--- config.mk ---
export PLATFORM = sky130hd
export DESIGN_NAME = gpds_port
export DESIGN_NICKNAME = d
export VERILOG_FILES = /design/src/verilog/gpds_port.v
export VERILOG_INCLUDE_DIRS = /design/src /design/src/verilog
export SDC_FILE = /design/constraint.sdc
export NUM_CORES = 1
export LEC_CHECK = 0
export ABC_AREA = 1
export BUFFER_PORTS_ARGS = -buffer_cell sky130_fd_sc_hd__buf_2
export CORE_ASPECT_RATIO = 0.5
export CORE_MARGIN = 2
export CORE_UTILIZATION = 30
export DETAILED_ROUTE_END_ITERATION = 7
export GPL_TIMING_DRIVEN = 0
export PLACE_DENSITY_LB_ADDON = 0.08
export SYNTH_ARGS = -nofsm -noshare
export SYNTH_HDL_FRONTEND = slang
export SYNTH_SLANG_ARGS = --single-unit
--- constraint.sdc ---
create_clock -name clk -period 0.95 [get_ports clk]
set_input_delay 0.0475 -clock clk [delete_from_list [all_inputs] [get_ports clk]]
set_output_delay 0.0475 -clock clk [all_outputs]
set_load 0.02 [all_outputs]
--- src/verilog/gpds_consts.vh ---
// Purpose: constants for the gpio port and drive strength block
// Assumes: 8-bit register port, word indices chosen locally
// Notes:   offsets are register indices on the plain register port
`ifndef GPDS_CONSTS_VH
`define GPDS_CONSTS_VH
`define GPDS_ADDR_W          4
`define GPDS_PORT_W          8
`define GPDS_OFF_PIN_FUNC    4'h0
`define GPDS_OFF_DIR         4'h1
`define GPDS_OFF_OUT_DATA    4'h2
`define GPDS_OFF_PIN_SET     4'h3
`define GPDS_OFF_CLEAR       4'h4
`define GPDS_OFF_SER_DRIVE   4'h5
`define GPDS_OFF_SPI_DRIVE   4'h6
`define GPDS_OFF_TMR_DRIVE   4'h7
`define GPDS_BIT_IRQ_DRV     6
`define GPDS_BIT_SER2_DRV    4
`define GPDS_BIT_SER1_DRV    2
`define GPDS_BIT_SER0_DRV    0
`define GPDS_BIT_SPI_DRV     0
`define GPDS_BIT_TMR_DRV     0
`define GPDS_SER_DRV_MASK    8'h55
`define GPDS_ONE_DRV_MASK    8'h01
`define GPDS_RST_PIN_FUNC    8'h00
`define GPDS_RST_DIR         8'h00
`define GPDS_RST_OUT_DATA    8'h00
`define GPDS_RST_DRIVE       8'h00
`endif

--- src/verilog/gpds_port.v ---
// Purpose: one 8-pin gpio port with pin assignment and drive strength control
// Assumes: single clock clk, async active-low resetn, pins synchronous to clk
// Notes:   no interrupt output; drive bits load from strap after reset release
//
// Overview of operation
// - drive bits reset to 0 if config high, else to data line 21
// - serial/irq bit 6 selects irq pin drive strength
// - serial/irq bit 4 selects third serial port drive
// - serial/irq bit 2 selects second serial port drive
// - serial/irq bit 0 selects first serial port drive
// - spi bit 0 selects drive for all spi pins
// - timer bit 0 selects drive for all timer pins
// - pins default to gpio except bus, address/data, chip selects; here pin assignment resets to 0, so all 8 pins start as gpio
// - pin assignment register picks primary function or gpio per pin
// - one direction bit per pin
// - output data held and driven on gpio outputs
// - output data read returns stored value
// - pin data read returns actual pin levels; here synchronised levels, with pins in primary function reading 0
// - set and clear registers modify output data bits
// - the port raises no interrupt
// - gpio inputs synchronised on rising clock edge
// - output data reaches pin right after write
// - every register except the three drive registers resets to a fixed value
//
// The plain strobed port and the register addresses are this design's own decisions.
`timescale 1ns/1ps
`include "gpds_consts.vh"
module gpds_port (
  input  wire                      clk,
  input  wire                      resetn,
  input  wire [`GPDS_ADDR_W-1:0]   reg_addr,
  input  wire [7:0]                reg_wdata,
  input  wire                      reg_wr,
  input  wire                      reg_rd,
  output reg  [7:0]                reg_rdata,
  input  wire                      reset_config_sel_n,
  input  wire                      strap_data21,
  input  wire [`GPDS_PORT_W-1:0]   pin_in,
  output reg  [`GPDS_PORT_W-1:0]   pin_out,
  output reg  [`GPDS_PORT_W-1:0]   pin_oe,
  input  wire [`GPDS_PORT_W-1:0]   prim_out,
  input  wire [`GPDS_PORT_W-1:0]   prim_oe,
  output reg  [`GPDS_PORT_W-1:0]   prim_in,
  output reg                       irq_pin_drive_sel,
  output reg                       serial2_drive_sel,
  output reg                       serial1_drive_sel,
  output reg                       serial0_drive_sel,
  output reg                       spi_drive_sel,
  output reg                       timer_drive_sel
);
  reg [7:0] pin_func_r;
  reg [7:0] port_direction_reg;
  reg [7:0] port_output_data_reg;
  reg [7:0] out_data_nxt;
  reg [7:0] serial_irq_drive_ctrl;
  reg [7:0] spi_drive_ctrl;
  reg [7:0] timer_drive_ctrl;
  reg [7:0] pin_sync_r;
  reg       strap_done_r;
  reg [7:0] rdata_nxt;
  wire      wr_ser = reg_wr && (reg_addr == `GPDS_OFF_SER_DRIVE);
  wire      wr_spi = reg_wr && (reg_addr == `GPDS_OFF_SPI_DRIVE);
  wire      wr_tmr = reg_wr && (reg_addr == `GPDS_OFF_TMR_DRIVE);
  wire [7:0] strap_val = (!reset_config_sel_n && strap_data21) ? 8'hff : 8'h00;

  always @* begin
    out_data_nxt = port_output_data_reg;
    if (reg_wr) begin
      case (reg_addr)
        `GPDS_OFF_OUT_DATA: out_data_nxt = reg_wdata;
        `GPDS_OFF_PIN_SET:  out_data_nxt = port_output_data_reg | reg_wdata;
        `GPDS_OFF_CLEAR:    out_data_nxt = port_output_data_reg & reg_wdata;
        default:            out_data_nxt = port_output_data_reg;
      endcase
    end
  end

  always @(posedge clk or negedge resetn) begin
    if (!resetn) begin
      pin_func_r           <= `GPDS_RST_PIN_FUNC;
      port_direction_reg   <= `GPDS_RST_DIR;
      port_output_data_reg <= `GPDS_RST_OUT_DATA;
    end else begin
      if (reg_wr && reg_addr == `GPDS_OFF_PIN_FUNC)
        pin_func_r <= reg_wdata;
      if (reg_wr && reg_addr == `GPDS_OFF_DIR)
        port_direction_reg <= reg_wdata;
      port_output_data_reg <= out_data_nxt;
    end
  end

  always @(posedge clk or negedge resetn) begin
    if (!resetn) begin
      strap_done_r          <= 1'b0;
      serial_irq_drive_ctrl <= `GPDS_RST_DRIVE;
      spi_drive_ctrl        <= `GPDS_RST_DRIVE;
      timer_drive_ctrl      <= `GPDS_RST_DRIVE;
    end else if (!strap_done_r) begin
      strap_done_r          <= 1'b1;
      serial_irq_drive_ctrl <= strap_val & `GPDS_SER_DRV_MASK;
      spi_drive_ctrl        <= strap_val & `GPDS_ONE_DRV_MASK;
      timer_drive_ctrl      <= strap_val & `GPDS_ONE_DRV_MASK;
    end else begin
      if (wr_ser)
        serial_irq_drive_ctrl <= reg_wdata & `GPDS_SER_DRV_MASK;
      if (wr_spi)
        spi_drive_ctrl <= reg_wdata & `GPDS_ONE_DRV_MASK;
      if (wr_tmr)
        timer_drive_ctrl <= reg_wdata & `GPDS_ONE_DRV_MASK;
    end
  end

  always @(posedge clk or negedge resetn) begin
    if (!resetn) begin
      irq_pin_drive_sel <= 1'b0;
      serial2_drive_sel <= 1'b0;
      serial1_drive_sel <= 1'b0;
      serial0_drive_sel <= 1'b0;
      spi_drive_sel     <= 1'b0;
      timer_drive_sel   <= 1'b0;
    end else begin
      irq_pin_drive_sel <= serial_irq_drive_ctrl[`GPDS_BIT_IRQ_DRV];
      serial2_drive_sel <= serial_irq_drive_ctrl[`GPDS_BIT_SER2_DRV];
      serial1_drive_sel <= serial_irq_drive_ctrl[`GPDS_BIT_SER1_DRV];
      serial0_drive_sel <= serial_irq_drive_ctrl[`GPDS_BIT_SER0_DRV];
      spi_drive_sel     <= spi_drive_ctrl[`GPDS_BIT_SPI_DRV];
      timer_drive_sel   <= timer_drive_ctrl[`GPDS_BIT_TMR_DRV];
    end
  end

  always @(posedge clk or negedge resetn) begin
    if (!resetn)
      pin_sync_r <= 8'h00;
    else
      pin_sync_r <= pin_in;
  end

  // pad muxing per pin
  genvar i;
  generate
    for (i = 0; i < `GPDS_PORT_W; i = i + 1) begin : g_pin
      always @(posedge clk or negedge resetn) begin
        if (!resetn) begin
          pin_out[i] <= 1'b0;
          pin_oe[i]  <= 1'b0;
          prim_in[i] <= 1'b0;
        end else if (pin_func_r[i]) begin
          pin_out[i] <= prim_out[i];
          pin_oe[i]  <= prim_oe[i];
          prim_in[i] <= pin_in[i];
        end else begin
          pin_out[i] <= out_data_nxt[i];
          pin_oe[i]  <= port_direction_reg[i];
          prim_in[i] <= 1'b0;
        end
      end
    end
  endgenerate

  always @* begin
    case (reg_addr)
      `GPDS_OFF_PIN_FUNC:  rdata_nxt = pin_func_r;
      `GPDS_OFF_DIR:       rdata_nxt = port_direction_reg;
      `GPDS_OFF_OUT_DATA:  rdata_nxt = port_output_data_reg;
      `GPDS_OFF_PIN_SET:   rdata_nxt = pin_sync_r & ~pin_func_r;
      `GPDS_OFF_CLEAR:     rdata_nxt = 8'h00;
      `GPDS_OFF_SER_DRIVE: rdata_nxt = serial_irq_drive_ctrl;
      `GPDS_OFF_SPI_DRIVE: rdata_nxt = spi_drive_ctrl;
      `GPDS_OFF_TMR_DRIVE: rdata_nxt = timer_drive_ctrl;
      default:             rdata_nxt = 8'h00;
    endcase
  end

  always @(posedge clk or negedge resetn) begin
    if (!resetn)
      reg_rdata <= 8'h00;
    else if (reg_rd)
      reg_rdata <= rdata_nxt;
    else
      reg_rdata <= 8'h00;
  end
endmodule

==> metrics.cfg, run 1 <==
[global_route]
met2_usage_pct = 26.4
grt-ovfl-total = 0
grtUsageMet1_pct = 22.3
grt_util_met3_pct = 4.29
grt_pass1_wl_mm = 14.8
grt_pass1_vias = 2946
busiest_layer = met2
grt_use_total_pct = 16.6
grt_max_degree = 64
antenna_found_initial = 0

[floorplanning]
die_h_um = 77.7
num_rows = 26
fp.dieArea_mm2 = 0.0118
coreArea_mm2 = 0.0104
die_w_um = 151
initial_core_util_pct = 31.4
ioPinCount = 80

[clock_tree]
htree_num_levels = 3
clockRootBuffer = clkbuf_16
cts_buffers = 9
clock_latency_ns = 0.34
clkTransAtPathRegs_ns = 0.06
clk_path_buf_depth = 2
tritoncts = yes
cts.sinks = 77

[sta]
setup_tns_ns = -0.453
worst_hold_slack_ns = 0.0175
grt_setup_unrepaired = yes
fmax_mhz = 957
final_period_minus_worst_setup_slack_ns = 1.04
final_max_slew_viol_count = 0
finalHoldViolCount = 0
finClkSkew_ns = 0.00396
fin_ws_ns = -0.0949
finalSetupViolCount = 8
timing.final.crit_share_pct = 110

[setup_path]
cp_max_fo = 2
start_kind = register
path_common_cell = nand2_1
cpPeakStageDelay_ns = 0.39
crit_arrival_ns = 1.27
crit_family = simple AND/OR/NAND/NOR gates
cp-end-kind = register
critical_path_class = reg2reg
critPathSlowestCell = dfrtp_1
cp.required_ns = 1.17
cp_cell_sequence = inv_2, nand2_1, nand3_1, nand2_1, nor2_1, nand2_1, and2_1
critPathBufInv = 1

[synthesis]
synth_top_family_by_area = simple AND/OR/NAND/NOR gates
synth-compound-area-share_pct = 9.90
synth_fa_ha_area_share_pct = 0
syn_area_mm2 = 0.00326
postSynthRegisterBits = 77
ys_seq_area_share_pct = 59.1
synthXorXnorAreaFrac_pct = 0
synthSimpleGateAreaFrac_pct = 23.7
synth_fp_nets = 413
syn_area_per_cell_um2 = 8.79
netlist_instances = 371
netlist-cell-type-count = 26
synthMuxAreaShare_pct = 0
yosysWarnings = 0

[drt]
dr_total_vias = 2795
ant_nets = 0
drt_wl_total_mm = 8.89
dr.pass1.iters = 5
route.detailed.drc = 0
wl_per_cell_um = 13.7
viasPerCell = 4.30
drtIter0Drc = 98

[layout]
synthToLayoutAreaGrowth_pct = 43.8
layout.cells.non_filler = 650
nets = 547
num-fill-cells = 1066
layout-drive-gt1-share_pct = 34.5
final_area_mm2 = 0.00469
final_cell_mix = nand2_1, buf_2, dfrtp_1
layout_commonest_cell = nand2_1
antenna_cells = 0

[placed_design]
dp_hpwl_mm = 5.95
placed_area_mm2 = 0.00387
io_buffers = 79
dpl.cell_count = 591
post-place-ws_ns = -0.562
place.gp.congestion = 0.786

[power_and_ir_drop]
p_seq_share_pct = 41.5
p_sw_share_pct = 28.2
p_comb_share_pct = 20.0
pwr-share-clk_pct = 38.6
internal-power_mw = 7.00
powerDensity_mw_per_mm2 = 2080
p_sw_mw = 2.75
leakagePower_nw = 2.43
vdd_drop_max_mv = 0.722

[outcome]
violations = negative setup slack
status = complete, but fails checks

[worst_hold_path]
hold_class = in2reg

[run]
maxCapViolations = 0

-- layout make-up --
type,instances,area (µm²),area share [%]
flip-flops and latches,77,1940,41.3
multi-input cells,235,1190,25.3
repair buffers,123,818,17.4
clock buffers,12,256,5.47
inverters,54,205,4.38
well taps,140,175,3.74
clock inverters,4,70.1,1.49
plain buffers,5,38.8,0.827
-- what timing repair did --
action                                 in CTS  in global routing
hold buffers                               25                  0
resized for setup                          17                 34
buffers inserted                           13                  5
pin swaps                                   5                 17
setup endpoints to repair                  32                 24
endpoints found under the hold margin     109                  0
-- per-layer routing --
metal  wire (µm)  vias to the layer above
met1        4400                     1290
li1            -                     1432
met5           0                        -
met3         450                       13
met4         124                        0
met2        3910                       60
-- synthesized netlist by cell type --
cell / count / area, µm²
nand2_1: 110 / 413
dfrtp_1: 77 / 1930
inv_1: 50 / 188
nand3_1: 28 / 140
o21ai_0: 23 / 115
o21ai_1: 22 / 110
nor2_1: 21 / 78.8
inv_2: 4 / 15.0
nand2_2: 4 / 25.0
nor2_4: 4 / 45.0
o22ai_1: 4 / 25.0
buf_2: 3 / 15.0
o211ai_1: 3 / 22.5
a21oi_1: 2 / 10.0
and2_1: 2 / 12.5
nand2_4: 2 / 22.5
nor2_2: 2 / 12.5
o21ai_2: 2 / 17.5
a31oi_1: 1 / 6.26
buf_4: 1 / 7.51
buf_6: 1 / 11.3
conb_1: 1 / 3.75
nand3_2: 1 / 10.0
nand3b_1: 1 / 7.51
nor3_1: 1 / 5.00
o21ai_4: 1 / 16.3
-- worst reg2reg max path, delay by kind of cell, from the launching register on --
family | cells | cell delay [ns]
AND/OR/NAND/NOR | 6 | 0.50
flip-flops | 1 | 0.39
buffers and inverters | 1 | 0.06
-- power by group through the flow --
stage	registers, mW	logic [mW]	clock network [mW]
2_1_floorplan	4.39	0.653	0
3_3_place_gp	4.12	1.57	0
3_5_place_dp	4.12	1.60	0
4_1_cts	4.05	1.85	3.88
5_1_grt	4.12	2.19	4.01
6_report	4.04	1.95	3.76
-- path summary, 6_finish.rpt --
check                                         from                      end  slack [ns]  cells after the start
hold reg to reg                  spi_drive_ctrl[0]            spi_drive_sel        0.37                      0
hold / removal                        reg_wdata[5]            pin_func_r[5]        0.02                      3
setup reg to reg           port_output_data_reg[7]  port_output_data_reg[7]       -0.09                      7
setup / recovery           port_output_data_reg[7]  port_output_data_reg[7]       -0.09                      7
min in group asynchronous                   resetn               prim_in[1]        0.11                      2
max in group asynchronous                   resetn            pin_func_r[6]        0.24                      3
-- cells by family (layout without fill, tap and decap cells) --
| logic type | after synthesis | count (layout) |
|---|---|---|
| simple gates | 176 | 176 |
| flops | 77 | 77 |
| buf+inv | 59 | 198 |
| compound gates | 58 | 58 |
| other cells | 1 | 1 |
-- stage by stage --
| stage | util, % | total power [mW] |
|---|---|---|
| final | 45.2 | 9.75 |
| after global routing | 45.2 | 10.3 |
| after CTS | 44.0 | 9.77 |
| after detailed placement | 37.3 | 5.72 |
| after global placement | 37.0 | 5.69 |
| after floorplan | - | 5.05 |
Note: power is estimated with default switching activity, not from simulation.
==> run 2: changes to the inputs <==
- SKIP_CTS_REPAIR_TIMING: unset -> 1
==> metrics.cfg, run 2 (synthesis gave the netlist of run 1 again) <==
[worst_hold_path]
hold_class = in2reg
hold_end = port_direction_reg[3]
hold_start = reg_wdata[3]
hold_depth = 3

[sta]
grt_setup_unrepaired = yes
setup_tns_ns = -0.872
finalSetupViolCount = 8
final_max_slew_viol_count = 0
finalHoldViolCount = 0
timing.final.crit_share_pct = 116
final_period_minus_worst_setup_slack_ns = 1.10
fmax_mhz = 909
maxSlewHeadroom_pct = 66.2
worst_hold_slack_ns = 0.0181
fin_ws_ns = -0.150
finClkSkew_ns = 0.00484
worst-slew-pin-transition_ns = 0.506

[drt]
viasPerCell = 4.28
route.detailed.drc = 0
dr.pass1.iters = 4
wl_per_cell_um = 13.6
drtIter0Drc = 138
dr_total_vias = 2806
drt_wl_total_mm = 8.91
ant_nets = 0

[outcome]
status = complete, but fails checks
violations = negative setup slack

[floorplanning]
die_w_um = 151
coreArea_mm2 = 0.0104
num_rows = 26
initial_core_util_pct = 31.4
ioPinCount = 80
fp.dieArea_mm2 = 0.0118
die_h_um = 77.7

[layout]
antenna_cells = 0
layout.cells.non_filler = 655
layout-drive-gt1-share_pct = 35.1
synthToLayoutAreaGrowth_pct = 45.0
final_area_mm2 = 0.00473
layout_commonest_cell = nand2_1
num-fill-cells = 1065
final_cell_mix = nand2_1, buf_2, dfrtp_1
fin_util_pct = 45.6
nets = 552

[setup_path]
cp.required_ns = 1.20
rrSetupSlack_ns = -0.15
cp-end-kind = register
start_kind = register
crit_arrival_ns = 1.35
cpPeakStageDelay_ns = 0.44
r2r-end = timer_drive_ctrl[0]
cp_max_fo = 4
crit_family = flip-flops
critPathBufInv = 1
critPathSlowestCell = dfrtp_2
worstRegToRegCells = 5
cp_cell_sequence = inv_4, nand3b_1, o21ai_2, a21oi_2, a31oi_1
critical_path_class = reg2reg
r2r_start = strap_done_r

[placed_design]
dpl.cell_count = 591
placed_area_mm2 = 0.00387
place.gp.congestion = 0.786
dp_hpwl_mm = 5.95
io_buffers = 79
post-place-ws_ns = -0.562

[clock_tree]
cts.sinks = 77
htree_num_levels = 3
cts_buffers = 9
tritoncts = yes
clockRootBuffer = clkbuf_16
clk_path_buf_depth = 2
clkTransAtPathRegs_ns = 0.06
clock_latency_ns = 0.33

[power_and_ir_drop]
powerDensity_mw_per_mm2 = 2060
power_mw = 9.77
leakagePower_nw = 2.46
vdd_drop_max_mv = 0.709

[global_route]
grt_pass1_wl_mm = 14.2
antenna_found_initial = 0
grt-ovfl-total = 0
grt_use_total_pct = 16.1
grt_max_degree = 64
grt_pass1_vias = 2815

[run]
maxCapViolations = 0

-- run 2: worst max path at each step --
| stage | start | endpoint | slack (ns) | depth (start not counted) |
|---|---|---|---|---|
| floorplan | strap_done_r | timer_drive_ctrl[0] | -0.03 | 5 |
| global placement | resetn | prim_in[6] | -0.81 | 1 |
| detailed placement | reg_addr[1] | pin_func_r[5] | -0.56 | 8 |
| CTS | strap_done_r | timer_drive_ctrl[0] | -0.25 | 5 |
| global route | strap_done_r | timer_drive_ctrl[0] | -0.22 | 5 |
| finish | strap_done_r | timer_drive_ctrl[0] | -0.15 | 5 |
-- run 2: where the power goes --
| group | switching [mW] | internal [mW] | total, mW |
|---|---|---|---|
| clock network | 1.32 | 2.44 | 3.76 |
| logic | 1.16 | 0.791 | 1.95 |
| registers | 0.269 | 3.79 | 4.06 |
| total | 2.75 | 7.01 | 9.77 |
-- run 2: layer usage --
layer	track usage (%)	up-vias	share of wire [%]
met4	4.95	0	0.79
met2	24.8	71	45
met1	21.7	1278	49
met5	0	-	0
li1	-	1449	-
met3	5.06	8	5.2
-- run 2: area by class of cell --
class / count / area, µm² / area share, %
multi-input combinational: 235 / 1190 / 25.2
sequential: 77 / 1940 / 41.0
inverter: 54 / 205 / 4.34
tap: 140 / 175 / 3.70
buffer: 5 / 38.8 / 0.820
clock buffer: 12 / 256 / 5.42
timing repair buffer: 128 / 857 / 18.1
clock inverter: 4 / 70.1 / 1.48
-- run 2: worst reg2reg max path, stage by stage (launching register included) --
cell,delay (ns)
dfrtp_2,0.44
inv_4,0.07
nand3b_1,0.17
o21ai_2,0.14
a21oi_2,0.04
a31oi_1,0.15
